===== config.mk =====
export PLATFORM = sky130hd
export DESIGN_NAME = period_timer
export DESIGN_NICKNAME = d
export VERILOG_FILES = /design/src/logic/period_timer_pkg.sv /design/src/logic/period_timer.sv
export VERILOG_INCLUDE_DIRS = /design/src /design/src/logic
export SDC_FILE = /design/constraint.sdc
export NUM_CORES = 1
export LEC_CHECK = 0
export BUFFER_PORTS_ARGS = -buffer_cell sky130_fd_sc_hd__buf_2
export CAP_MARGIN = 20
export CORE_AREA = 4 4 98 100
export CTS_CLUSTER_SIZE = 8
export DETAILED_ROUTE_END_ITERATION = 10
export DIE_AREA = 0 0 102 104
export GPL_ROUTABILITY_DRIVEN = 0
export PLACE_DENSITY = 0.62
export SYNTH_ARGS = -nofsm -noshare
export SYNTH_HDL_FRONTEND = slang
export SYNTH_SLANG_ARGS = --single-unit

===== constraint.sdc =====
create_clock -name sys_clk_i -period 2.7 [get_ports sys_clk_i]
set_input_delay 0.54 -clock sys_clk_i [delete_from_list [all_inputs] [get_ports sys_clk_i]]
set_output_delay 0.54 -clock sys_clk_i [all_outputs]
set_load 0.02 [all_outputs]

===== src/logic/period_timer_cfg.svh =====
// Constants for the 8-bit period timer
`ifndef PERIOD_TIMER_CFG_SVH
`define PERIOD_TIMER_CFG_SVH
`define PT_CNT_W 8
`define PT_CNT_RST 8'h00
`define PT_PER_RST 8'hFF
`define PT_PRE_W 7
`define PT_PRE_SEL_W 3
`define PT_POST_W 4
`define PT_MODE_W 5
`define PT_MODE_FREE 2'h0
`define PT_MODE_ONESHOT 2'h1
`define PT_MODE_MONO 2'h2
`endif


===== src/logic/period_timer_pkg.sv =====
// Types for the 8-bit period timer
`include "period_timer_cfg.svh"
package period_timer_pkg;
  // Software writes toward the timer
  typedef struct packed {
    logic cnt_we;
    logic [`PT_CNT_W-1:0] cnt_wdata;
    logic per_we;
    logic [`PT_CNT_W-1:0] per_wdata;
    logic ctrl_we;
    logic run;
    logic [`PT_PRE_SEL_W-1:0] pre_sel;
    logic [`PT_POST_W-1:0] postscale_select;
    logic [`PT_MODE_W-1:0] mode;
  } sw_ctrl_t;
  // One-shot sequencing
  typedef enum logic [1:0] {ST_IDLE, ST_RUN, ST_DONE} run_state_t;
endpackage


===== src/logic/period_timer.sv =====
// 8-bit period timer with prescaler, postscaler and external reset/gate source
`timescale 1ns/1ns
`include "period_timer_cfg.svh"
module period_timer
  import period_timer_pkg::*;
(
  // Clock and reset
  input wire logic sys_clk_i,
  input wire logic rstn_i,
  // Software side
  input wire sw_ctrl_t sw_i,
  input wire logic flag_clr_i,
  input wire logic debug_freeze_i,
  // Timer tick source (already on sys_clk)
  input wire logic tick_src_i,
  // External reset/gate source from a pin
  input wire logic external_reset_signal_i,
  // Status
  output logic [`PT_CNT_W-1:0] count_register_o,
  output logic [`PT_CNT_W-1:0] period_register_o,
  output logic timer_run_bit_o,
  output logic period_pulse_out_o,
  output logic period_flag_o
);

  logic [`PT_CNT_W-1:0] count_register_ff;
  logic [`PT_CNT_W-1:0] period_register_ff;
  logic [`PT_PRE_W-1:0] pre_cnt_ff;
  logic [`PT_POST_W-1:0] post_cnt_ff;
  logic run_ff, pulse_ff, flag_ff, armed_ff;
  logic [`PT_PRE_SEL_W-1:0] pre_sel_ff;
  logic [`PT_POST_W-1:0] post_sel_ff;
  logic [`PT_MODE_W-1:0] mode_ff;
  logic [2:0] ers_sync_ff;
  logic ers_prev_ff;
  logic pend_wr_ff;
  logic [`PT_CNT_W-1:0] pend_val_ff;
  logic ers_lvl, ers_rise, ers_fall, tick, scaler_clr, hw_reset, gate_ok;
  logic trig_start, clr_cnt, match;
  logic [1:0] mode_hi;
  logic [2:0] mode_lo;
  logic nxt_run;

  // Ratio select 0..7 gives divide 1,2,4..128
  function automatic logic [`PT_PRE_W-1:0] pre_mask(input logic [`PT_PRE_SEL_W-1:0] sel);
    pre_mask = `PT_PRE_W'((8'h01 << sel) - 8'h01);
  endfunction

  // Three-stage synchroniser; stable once stages 2 and 3 agree
  always_ff @(posedge sys_clk_i or negedge rstn_i) begin
    if (!rstn_i) begin
      ers_sync_ff <= 3'h0;
    end else begin
      ers_sync_ff <= {ers_sync_ff[1:0], external_reset_signal_i};
    end
  end

  // Filtered level, frozen while debug freeze is held
  always_ff @(posedge sys_clk_i or negedge rstn_i) begin
    if (!rstn_i) begin
      ers_prev_ff <= 1'b0;
    end else if (!debug_freeze_i && (ers_sync_ff[1] == ers_sync_ff[2])) begin
      ers_prev_ff <= ers_sync_ff[2];
    end
  end

  assign ers_lvl = ers_prev_ff;
  assign ers_rise = !debug_freeze_i && (ers_sync_ff[1] == ers_sync_ff[2])
                    && ers_sync_ff[2] && !ers_prev_ff;
  assign ers_fall = !debug_freeze_i && (ers_sync_ff[1] == ers_sync_ff[2])
                    && !ers_sync_ff[2] && ers_prev_ff;
  assign mode_hi = mode_ff[4:3];
  assign mode_lo = mode_ff[2:0];

  // Hardware reset event and gate per mode
  always_comb begin
    hw_reset = 1'b0;
    gate_ok = 1'b1;
    trig_start = 1'b0;
    if (mode_hi == `PT_MODE_FREE) begin
      unique case (mode_lo)
        3'h1: gate_ok = ers_lvl;
        3'h2: gate_ok = !ers_lvl;
        3'h3: hw_reset = ers_rise | ers_fall;
        3'h4: hw_reset = ers_rise;
        3'h5: hw_reset = ers_fall;
        3'h6: hw_reset = !ers_lvl && !debug_freeze_i;
        3'h7: hw_reset = ers_lvl && !debug_freeze_i;
        3'h0: gate_ok = 1'b1;
      endcase
    end else begin
      unique case (mode_lo)
        3'h0: trig_start = 1'b1;
        3'h1, 3'h4, 3'h6: trig_start = ers_rise;
        3'h2, 3'h5, 3'h7: trig_start = ers_fall;
        3'h3: trig_start = ers_rise | ers_fall;
      endcase
      unique case (mode_lo)
        3'h4: hw_reset = ers_rise;
        3'h5: hw_reset = ers_fall;
        3'h6: hw_reset = !ers_lvl && !debug_freeze_i;
        3'h7: hw_reset = ers_lvl && !debug_freeze_i;
        3'h0, 3'h1, 3'h2, 3'h3: hw_reset = 1'b0;
      endcase
    end
  end

  assign scaler_clr = sw_i.cnt_we | sw_i.ctrl_we | hw_reset;
  assign tick = run_ff && armed_ff && gate_ok && tick_src_i
                && ((pre_cnt_ff & pre_mask(pre_sel_ff)) == pre_mask(pre_sel_ff));
  // Match level straight from the compare, so the clear lands on the next tick
  assign match = (count_register_ff == period_register_ff);
  assign clr_cnt = tick && match;

  // Control register fields
  always_ff @(posedge sys_clk_i or negedge rstn_i) begin
    if (!rstn_i) begin
      pre_sel_ff <= 3'h0;
      post_sel_ff <= 4'h0;
      mode_ff <= 5'h00;
    end else if (sw_i.ctrl_we) begin
      pre_sel_ff <= sw_i.pre_sel;
      post_sel_ff <= sw_i.postscale_select;
      mode_ff <= sw_i.mode;
    end
  end

  // Run bit: one-shot clears it at the match, monostable keeps it
  always_comb begin
    nxt_run = run_ff;
    if (sw_i.ctrl_we) begin
      nxt_run = sw_i.run;
    end else if (clr_cnt && mode_hi == `PT_MODE_ONESHOT) begin
      nxt_run = 1'b0;
    end
  end

  // Armed once the start condition is met; monostable rearms on trigger
  always_ff @(posedge sys_clk_i or negedge rstn_i) begin
    if (!rstn_i) begin
      run_ff <= 1'b0;
      armed_ff <= 1'b0;
    end else begin
      run_ff <= nxt_run;
      if (!nxt_run) begin
        armed_ff <= 1'b0;
      end else if (sw_i.ctrl_we && (!run_ff || sw_i.mode[4:3] != mode_hi)) begin
        armed_ff <= (sw_i.mode[4:3] == `PT_MODE_FREE);
      end else if (mode_hi == `PT_MODE_FREE) begin
        armed_ff <= 1'b1;
      end else if (clr_cnt) begin
        armed_ff <= 1'b0;
      end else if (trig_start) begin
        armed_ff <= 1'b1;
      end
    end
  end

  // Prescaler counter
  always_ff @(posedge sys_clk_i or negedge rstn_i) begin
    if (!rstn_i) begin
      pre_cnt_ff <= 7'h00;
    end else if (scaler_clr) begin
      pre_cnt_ff <= 7'h00;
    end else if (run_ff && armed_ff && gate_ok && tick_src_i) begin
      pre_cnt_ff <= tick ? 7'h00 : pre_cnt_ff + 7'h01;
    end
  end

  // Period register
  always_ff @(posedge sys_clk_i or negedge rstn_i) begin
    if (!rstn_i) begin
      period_register_ff <= `PT_PER_RST;
    end else if (sw_i.per_we) begin
      period_register_ff <= sw_i.per_wdata;
    end
  end

  // Pending software count write, applied on next prescaled tick
  always_ff @(posedge sys_clk_i or negedge rstn_i) begin
    if (!rstn_i) begin
      pend_wr_ff <= 1'b0;
      pend_val_ff <= `PT_CNT_RST;
    end else if (sw_i.cnt_we) begin
      pend_wr_ff <= 1'b1;
      pend_val_ff <= sw_i.cnt_wdata;
    end else if (tick || hw_reset) begin
      pend_wr_ff <= 1'b0;
    end
  end

  // Count register; control writes never touch it
  always_ff @(posedge sys_clk_i or negedge rstn_i) begin
    if (!rstn_i) begin
      count_register_ff <= `PT_CNT_RST;
    end else begin
      if (hw_reset) begin
        count_register_ff <= `PT_CNT_RST;
      end else if (tick && pend_wr_ff) begin
        count_register_ff <= pend_val_ff;
      end else if (clr_cnt) begin
        count_register_ff <= `PT_CNT_RST;
      end else if (tick) begin
        count_register_ff <= count_register_ff + 8'h01;
      end
    end
  end

  // Postscaler and period pulse
  always_ff @(posedge sys_clk_i or negedge rstn_i) begin
    if (!rstn_i) begin
      post_cnt_ff <= 4'h0;
      pulse_ff <= 1'b0;
    end else begin
      pulse_ff <= 1'b0;
      if (scaler_clr) begin
        post_cnt_ff <= 4'h0;
      end else if (clr_cnt) begin
        if (post_cnt_ff == post_sel_ff) begin
          post_cnt_ff <= 4'h0;
          pulse_ff <= 1'b1;
        end else begin
          post_cnt_ff <= post_cnt_ff + 4'h1;
        end
      end
    end
  end

  // Sticky flag; a new pulse wins over a clear
  always_ff @(posedge sys_clk_i or negedge rstn_i) begin
    if (!rstn_i) begin
      flag_ff <= 1'b0;
    end else if (pulse_ff) begin
      flag_ff <= 1'b1;
    end else if (flag_clr_i) begin
      flag_ff <= 1'b0;
    end
  end

  assign count_register_o = count_register_ff;
  assign period_register_o = period_register_ff;
  assign timer_run_bit_o = run_ff;
  assign period_pulse_out_o = pulse_ff;
  assign period_flag_o = flag_ff;

endmodule


# ---- Word level (Yosys, flattened, before mapping)
# Cells that the tools add are included.
dict set report totals {
  ff_bits 56
  in_bits 38
  out_inout_bits 19
}
dict set report classes {
  addsub 4
  eq_ne 14
  shift 1
  muxes 31
  bitwise_logic 4
  reduce_logical 32
}
# cell n
set ops {}
lappend ops {{two-way mux 8 bit} 4}
lappend ops {{two-way mux 7 bit} 3}
lappend ops {{two-way mux 1 bit} 17}
lappend ops {{logical AND 1 bit} 15}
lappend ops {{== test 3 bit (second input constant)} 4}
lappend ops {{two-way mux 4 bit} 3}
lappend ops {{one-hot mux 1 bit (5 select lines)} 2}
lappend ops {{adder 8 x 1 -> 8 bit (second input constant)} 1}
lappend ops {{== test 8 bit} 1}
lappend ops {{nonzero test 2 bit} 4}
lappend ops {{adder 7 x 1 -> 7 bit (second input constant)} 1}
lappend ops {{bitwise AND 7 bit} 1}
lappend ops {{== test 7 bit} 1}
lappend ops {{left shift 1 x 3 -> 7 bit (first input constant)} 1}
lappend ops {{subtractor 7 x 1 -> 7 bit (second input constant)} 1}
lappend ops {{== test 3 x 2 -> 1 bit (second input constant)} 2}
lappend ops {{OR reduction 3 bit} 2}
lappend ops {{!= test 5 x 3 -> 1 bit (second input constant)} 1}
lappend ops {{adder 4 x 1 -> 4 bit (second input constant)} 1}
lappend ops {{== test 4 bit} 1}
lappend ops {{zero test 1 bit} 4}
lappend ops {{zero test 2 bit} 2}
lappend ops {{one-hot mux 1 bit (4 select lines)} 1}
lappend ops {{nonzero test 4 bit} 1}
lappend ops {{9 further kinds} 12}

# ---- Depth between registers and ports, before layout
dict set report depth {
  word_depth 12
  mapped_depth 7
}

# ---- Worst setup path before layout
# OpenSTA, ideal clock, no wires.
dict set report synth_path {
  path_kind {flip-flop to flip-flop}
  start {register period_register_ff[5], in the netlist period_register_o[5]}
  end {register count_register_ff[2], in the netlist count_register_o[2]}
  setup_ns 0.122
  t_arrival_ns 1.635
  required_ns 2.578
  slack_ns 0.943
  stages_incl_launch_ff 6
  path_buffers 0
  period_less_slack_ns 1.757
  cell_sequence {dfstp_2 -> xnor2_1 -> and4_1 -> a21oi_1 -> a211o_1 -> a32o_1}
}
dict set report synth_via {
  elab_chain_len 5
  word_cells_on_any_way 6
  classes_between {eq/ne: 1; mux: 3; reduce/logical: 2}
}
# item line
set synth_lines {}
lappend synth_lines {{start, declared} period_timer.sv:27} ;# logic [`PT_CNT_W-1:0] period_register_ff;
lappend synth_lines {{start signal, assigned} period_timer.sv:173} ;# period_register_ff <= `PT_PER_RST;
lappend synth_lines {{start signal, assigned} period_timer.sv:175} ;# period_register_ff <= sw_i.per_wdata;
lappend synth_lines {{== test 8 bit (*)} period_timer.sv:112} ;# assign match = (count_register_ff == period_register_ff);
lappend synth_lines {{logical AND 1 bit (*)} period_timer.sv:113} ;# assign clr_cnt = tick && match;
lappend synth_lines {{two-way mux 8 bit} period_timer.sv:201} ;# end else if (clr_cnt) begin
lappend synth_lines {{two-way mux 8 bit} period_timer.sv:199} ;# end else if (tick && pend_wr_ff) begin
lappend synth_lines {{two-way mux 8 bit} period_timer.sv:197} ;# if (hw_reset) begin
lappend synth_lines {{end signal, assigned} period_timer.sv:198} ;# count_register_ff <= `PT_CNT_RST;
lappend synth_lines {{end signal, assigned} period_timer.sv:200} ;# count_register_ff <= pend_val_ff;
lappend synth_lines {{end signal, assigned} period_timer.sv:202} ;# count_register_ff <= `PT_CNT_RST;
lappend synth_lines {{end, declared} period_timer.sv:26} ;# logic [`PT_CNT_W-1:0] count_register_ff;
# Every way passes the cells marked *; elsewhere a longest branch is shown, timed or not.
# A chain may end at the register's enable or synchronous reset.

# ---- Worst setup path in the final report
dict set report layout_path {
  start {register mode_ff[1]}
  end {register pre_cnt_ff[6]}
}
dict set report layout_via {
  elab_chain_len 9
  word_cells_on_any_way 22
  classes_between {eq/ne: 7; mux: 8; bitwise: 1; reduce/logical: 6}
}
# item line
set layout_lines {}
lappend layout_lines {{start, declared} period_timer.sv:33} ;# logic [`PT_MODE_W-1:0] mode_ff;
lappend layout_lines {{start signal, assigned} period_timer.sv:124} ;# mode_ff <= sw_i.mode;
lappend layout_lines {{== test 3 x 2 -> 1 bit / == test 3 x 1 -> 1 bit (equally long branches)} {period_timer.sv:81, period_timer.sv:98}}
lappend layout_lines {{one-hot mux 1 bit (2 select lines)} period_timer.sv:81} ;# unique case (mode_lo)
lappend layout_lines {{two-way mux 1 bit} period_timer.sv:80} ;# if (mode_hi == `PT_MODE_FREE) begin
lappend layout_lines {{logical AND 1 bit (2 in series)} {period_timer.sv:109, period_timer.sv:165}}
lappend layout_lines {{logical AND 1 bit} period_timer.sv:110} ;# && ((pre_cnt_ff & pre_mask(pre_sel_ff)) == pre_mask(pre_sel_ff));
lappend layout_lines {{two-way mux 7 bit} period_timer.sv:166} ;# pre_cnt_ff <= tick ? 7'h00 : pre_cnt_ff + 7'h01;
lappend layout_lines {{two-way mux 7 bit} period_timer.sv:165} ;# end else if (run_ff && armed_ff && gate_ok && tick_src_i) begin
lappend layout_lines {{two-way mux 7 bit} period_timer.sv:163} ;# end else if (scaler_clr) begin
lappend layout_lines {{end signal, assigned} period_timer.sv:166}
lappend layout_lines {{end, declared} period_timer.sv:28} ;# logic [`PT_PRE_W-1:0] pre_cnt_ff;
# Parallel ways exist; a longest one is shown, timed or not. The select of a mux whose other input is x is not followed.

==> results.cfg <==
[synth]
ys.flop_type = dfrtp_1
ys_top_cells_by_area = dfrtp_1 (40%), mux2_2 (10%), dfstp_2 (7.0%)
synth_area_um2 = 3020
synth_nets = 313
synth_cells = 272
syn_area_per_cell_um2 = 11.1
ys_ff_latch = 56
synth_common_cells = dfrtp_1 (48), mux2_2 (28), nand2_1 (16)
synth-compound-area-share = 0.166
ys_types = 59
netlist.area_leader.share = 0.397
synthArstFlopShare = 1.00
synth-xor-area-share = 0.0493
muxShareOfSynthArea = 0.108
synth_warnings = 0
synth-simple-area-share = 0.161
synth_most_common_cell = dfrtp_1
yosysTopAreaCell = dfrtp_1
synthAdderAreaFrac = 0.0124
synth_top_family_by_area = compound AO/OA/AOI/OAI gates
ys_seq_area_frac = 0.467
synth-edff-count = 0

[pwr]
pwr-share-seq = 0.487
clock_power_share = 0.371
p_per_area_nw_per_um2 = 562
p_int_mw = 1.50
ir_drop_mv = 0.223
p_sw_mw = 0.491
p_comb_frac = 0.143
p_sw_frac = 0.246
p_leak_nw = 1.57
report.power.total_mw = 2.00

[outcome]
status = finished, final reports clean

[worst_setup_path]
reg2reg_setup_slack_ps = 530
critPathRequiredTime_ps = 2920
cp_data_arrival_time_ps = 2390
end_kind = flop
worstSetupPathType = reg -> reg
cp_max_fo = 11
start_kind = flop
rr_worst_depth = 5

[grt]
grt_overflow = 0
grt_pass1_wl_um = 11300
grt_start_max_net_pins = 36
grt_pass1_vias = 2315
gr-usage-all-layers = 0.130
antenna_found_initial = 0

[floorplanning]
pin_count = 57
core_region_area_um2 = 8680
die_width_um = 102
num_rows = 34
initial_utilization = 0.348
die_area_um2 = 10600
die-height_um = 104

[route]
first_pass_iters = 4
vias_per_cell = 5.41
drc = 0
ant_nets = 0
vias = 2338
first_iter_violations = 74
routed_wl_um = 6700
wl_per_cell_um = 15.5

[placement]
portBuffers = 56
dpl.hpwl_um = 4970
dp_cells = 424
pre_cts_slack_ps = 581
postPlaceCellArea_um2 = 3390

[timing]
hold_viol = 0
post-route-period-util = 0.805
clock_skew_ps = 9.25
setup_viol = 0
holdWs_ps = 206
max_freq_mhz = 460
drv_slew = 0
slew-limit-headroom = 0.576
rsz0062_at_grt = false
fin_crit_ps = 2170
worst_pin_slew_ps = 630
setup_tns_ps = 0
finalWorstSetupSlack_ps = 527

[min_path]
hold_class = in -> async

[finish]
fill_cells = 888
drive_above_1_share = 0.364
fin_cells = 432
area_growth_pct = 17.5
fin_util = 0.409
num_antenna_cells = 0
design_area_um2 = 3550
regArea_um2 = 1410
multi_input_area_um2 = 1500
fin_nets = 364

[clock_network]
clkLatencyLatePin_ps = 310
postCtsResizedCells = 0
cts_tree = built
clkSinkCount = 56
h-tree-depth = 2
clkTransAtPathRegs_ps = 100
cts-root-buf = clkbuf_8
ctsHoldBuffers = 0
clock_path_buffers = 2
cts_buffers = 5
post_cts_buffers = 0

[flow_run]
drv_cap = 0
-- layout by cell type (no fill, tap or decap), types with 5 or more instances in the layout --
cell      instances
a21oi_1           8
a32o_1            7
and3_1            9
buf_2            56
clkbuf_8          5
dfrtp_1          48
dfstp_2           8
inv_1             9
mux2_2           28
nand2_1          16
nand3_1          10
nand4_1           8
nor2_1            6
nor3_2            5
nor3b_1           5
o21ai_0           7
o41ai_1           5
xnor2_1           9
xor2_1            8
-- flip-flops by register name (all words and copies together) (netlist names), 3 cells and up --
signal             cells
count_register_o       8
pend_val_ff            8
period_register_o      8
pre_cnt_ff             7
mode_ff                5
post_cnt_ff            4
post_sel_ff            4
ers_sync_ff            3
pre_sel_ff             3
-- logic make-up (layout without fill, tap and decap cells) --
| logic type | count (synthesis) | count (layout) |
|---|---|---|
| buf+inv | 24 | 76 |
| flops | 56 | 56 |
| simple gates | 81 | 81 |
| mux | 29 | 29 |
| compound gates | 62 | 62 |
| fa+ha+maj | 3 | 3 |
| xor+xnor | 17 | 17 |
-- worst max-delay path, stage by stage (launching register included) --
cell	delay, ps
dfrtp_1	470
o21bai_1	190
a31o_2	250
a311oi_2	510
nand2_1	410
nor3_1	270
-- power groups by stage --
stage | clock (mW) | sequential (mW) | combinational, mW
after floorplan | 0 | 0.987 | 0.181
after global placement | 0 | 0.987 | 0.285
after detailed placement | 0 | 0.988 | 0.288
after CTS | 0.757 | 0.972 | 0.289
after global routing | 0.787 | 0.984 | 0.315
final | 0.740 | 0.971 | 0.285
-- path summary, 6_finish.rpt --
path,start,to
worst min register to register,ers_sync_ff[0],ers_sync_ff[1]
worst max-delay path,mode_ff[1],pre_cnt_ff[6]
max in group asynchronous,rstn_i,period_register_o[3]
worst min-delay path,rstn_i,pre_sel_ff[0]
min in group sys_clk_i,external_reset_signal_i,ers_sync_ff[0]
worst max register to register,mode_ff[1],pre_cnt_ff[6]
-- per-layer routing --
metal  share of wire  track usage  wire length [um]  vias to the layer above
li1                -            -                 -                     1133
met1            0.45        0.168              3040                     1158
met2            0.50        0.222              3360                       39
met3           0.032       0.0215               212                        8
met4           0.013       0.0366                86                        0
met5               0            0                 0                        -
-- layout make-up --
type | count | share of cell area
repair buffers | 59 | 0.0887
well taps | 108 | 0.0380
clock buffers | 5 | 0.0194
clock inverters | 3 | 0.0254
inverters | 9 | 0.00951
flip-flops and latches | 56 | 0.397
multi-input cells | 192 | 0.422
No activity file was read; power rests on OpenSTA's default activity.
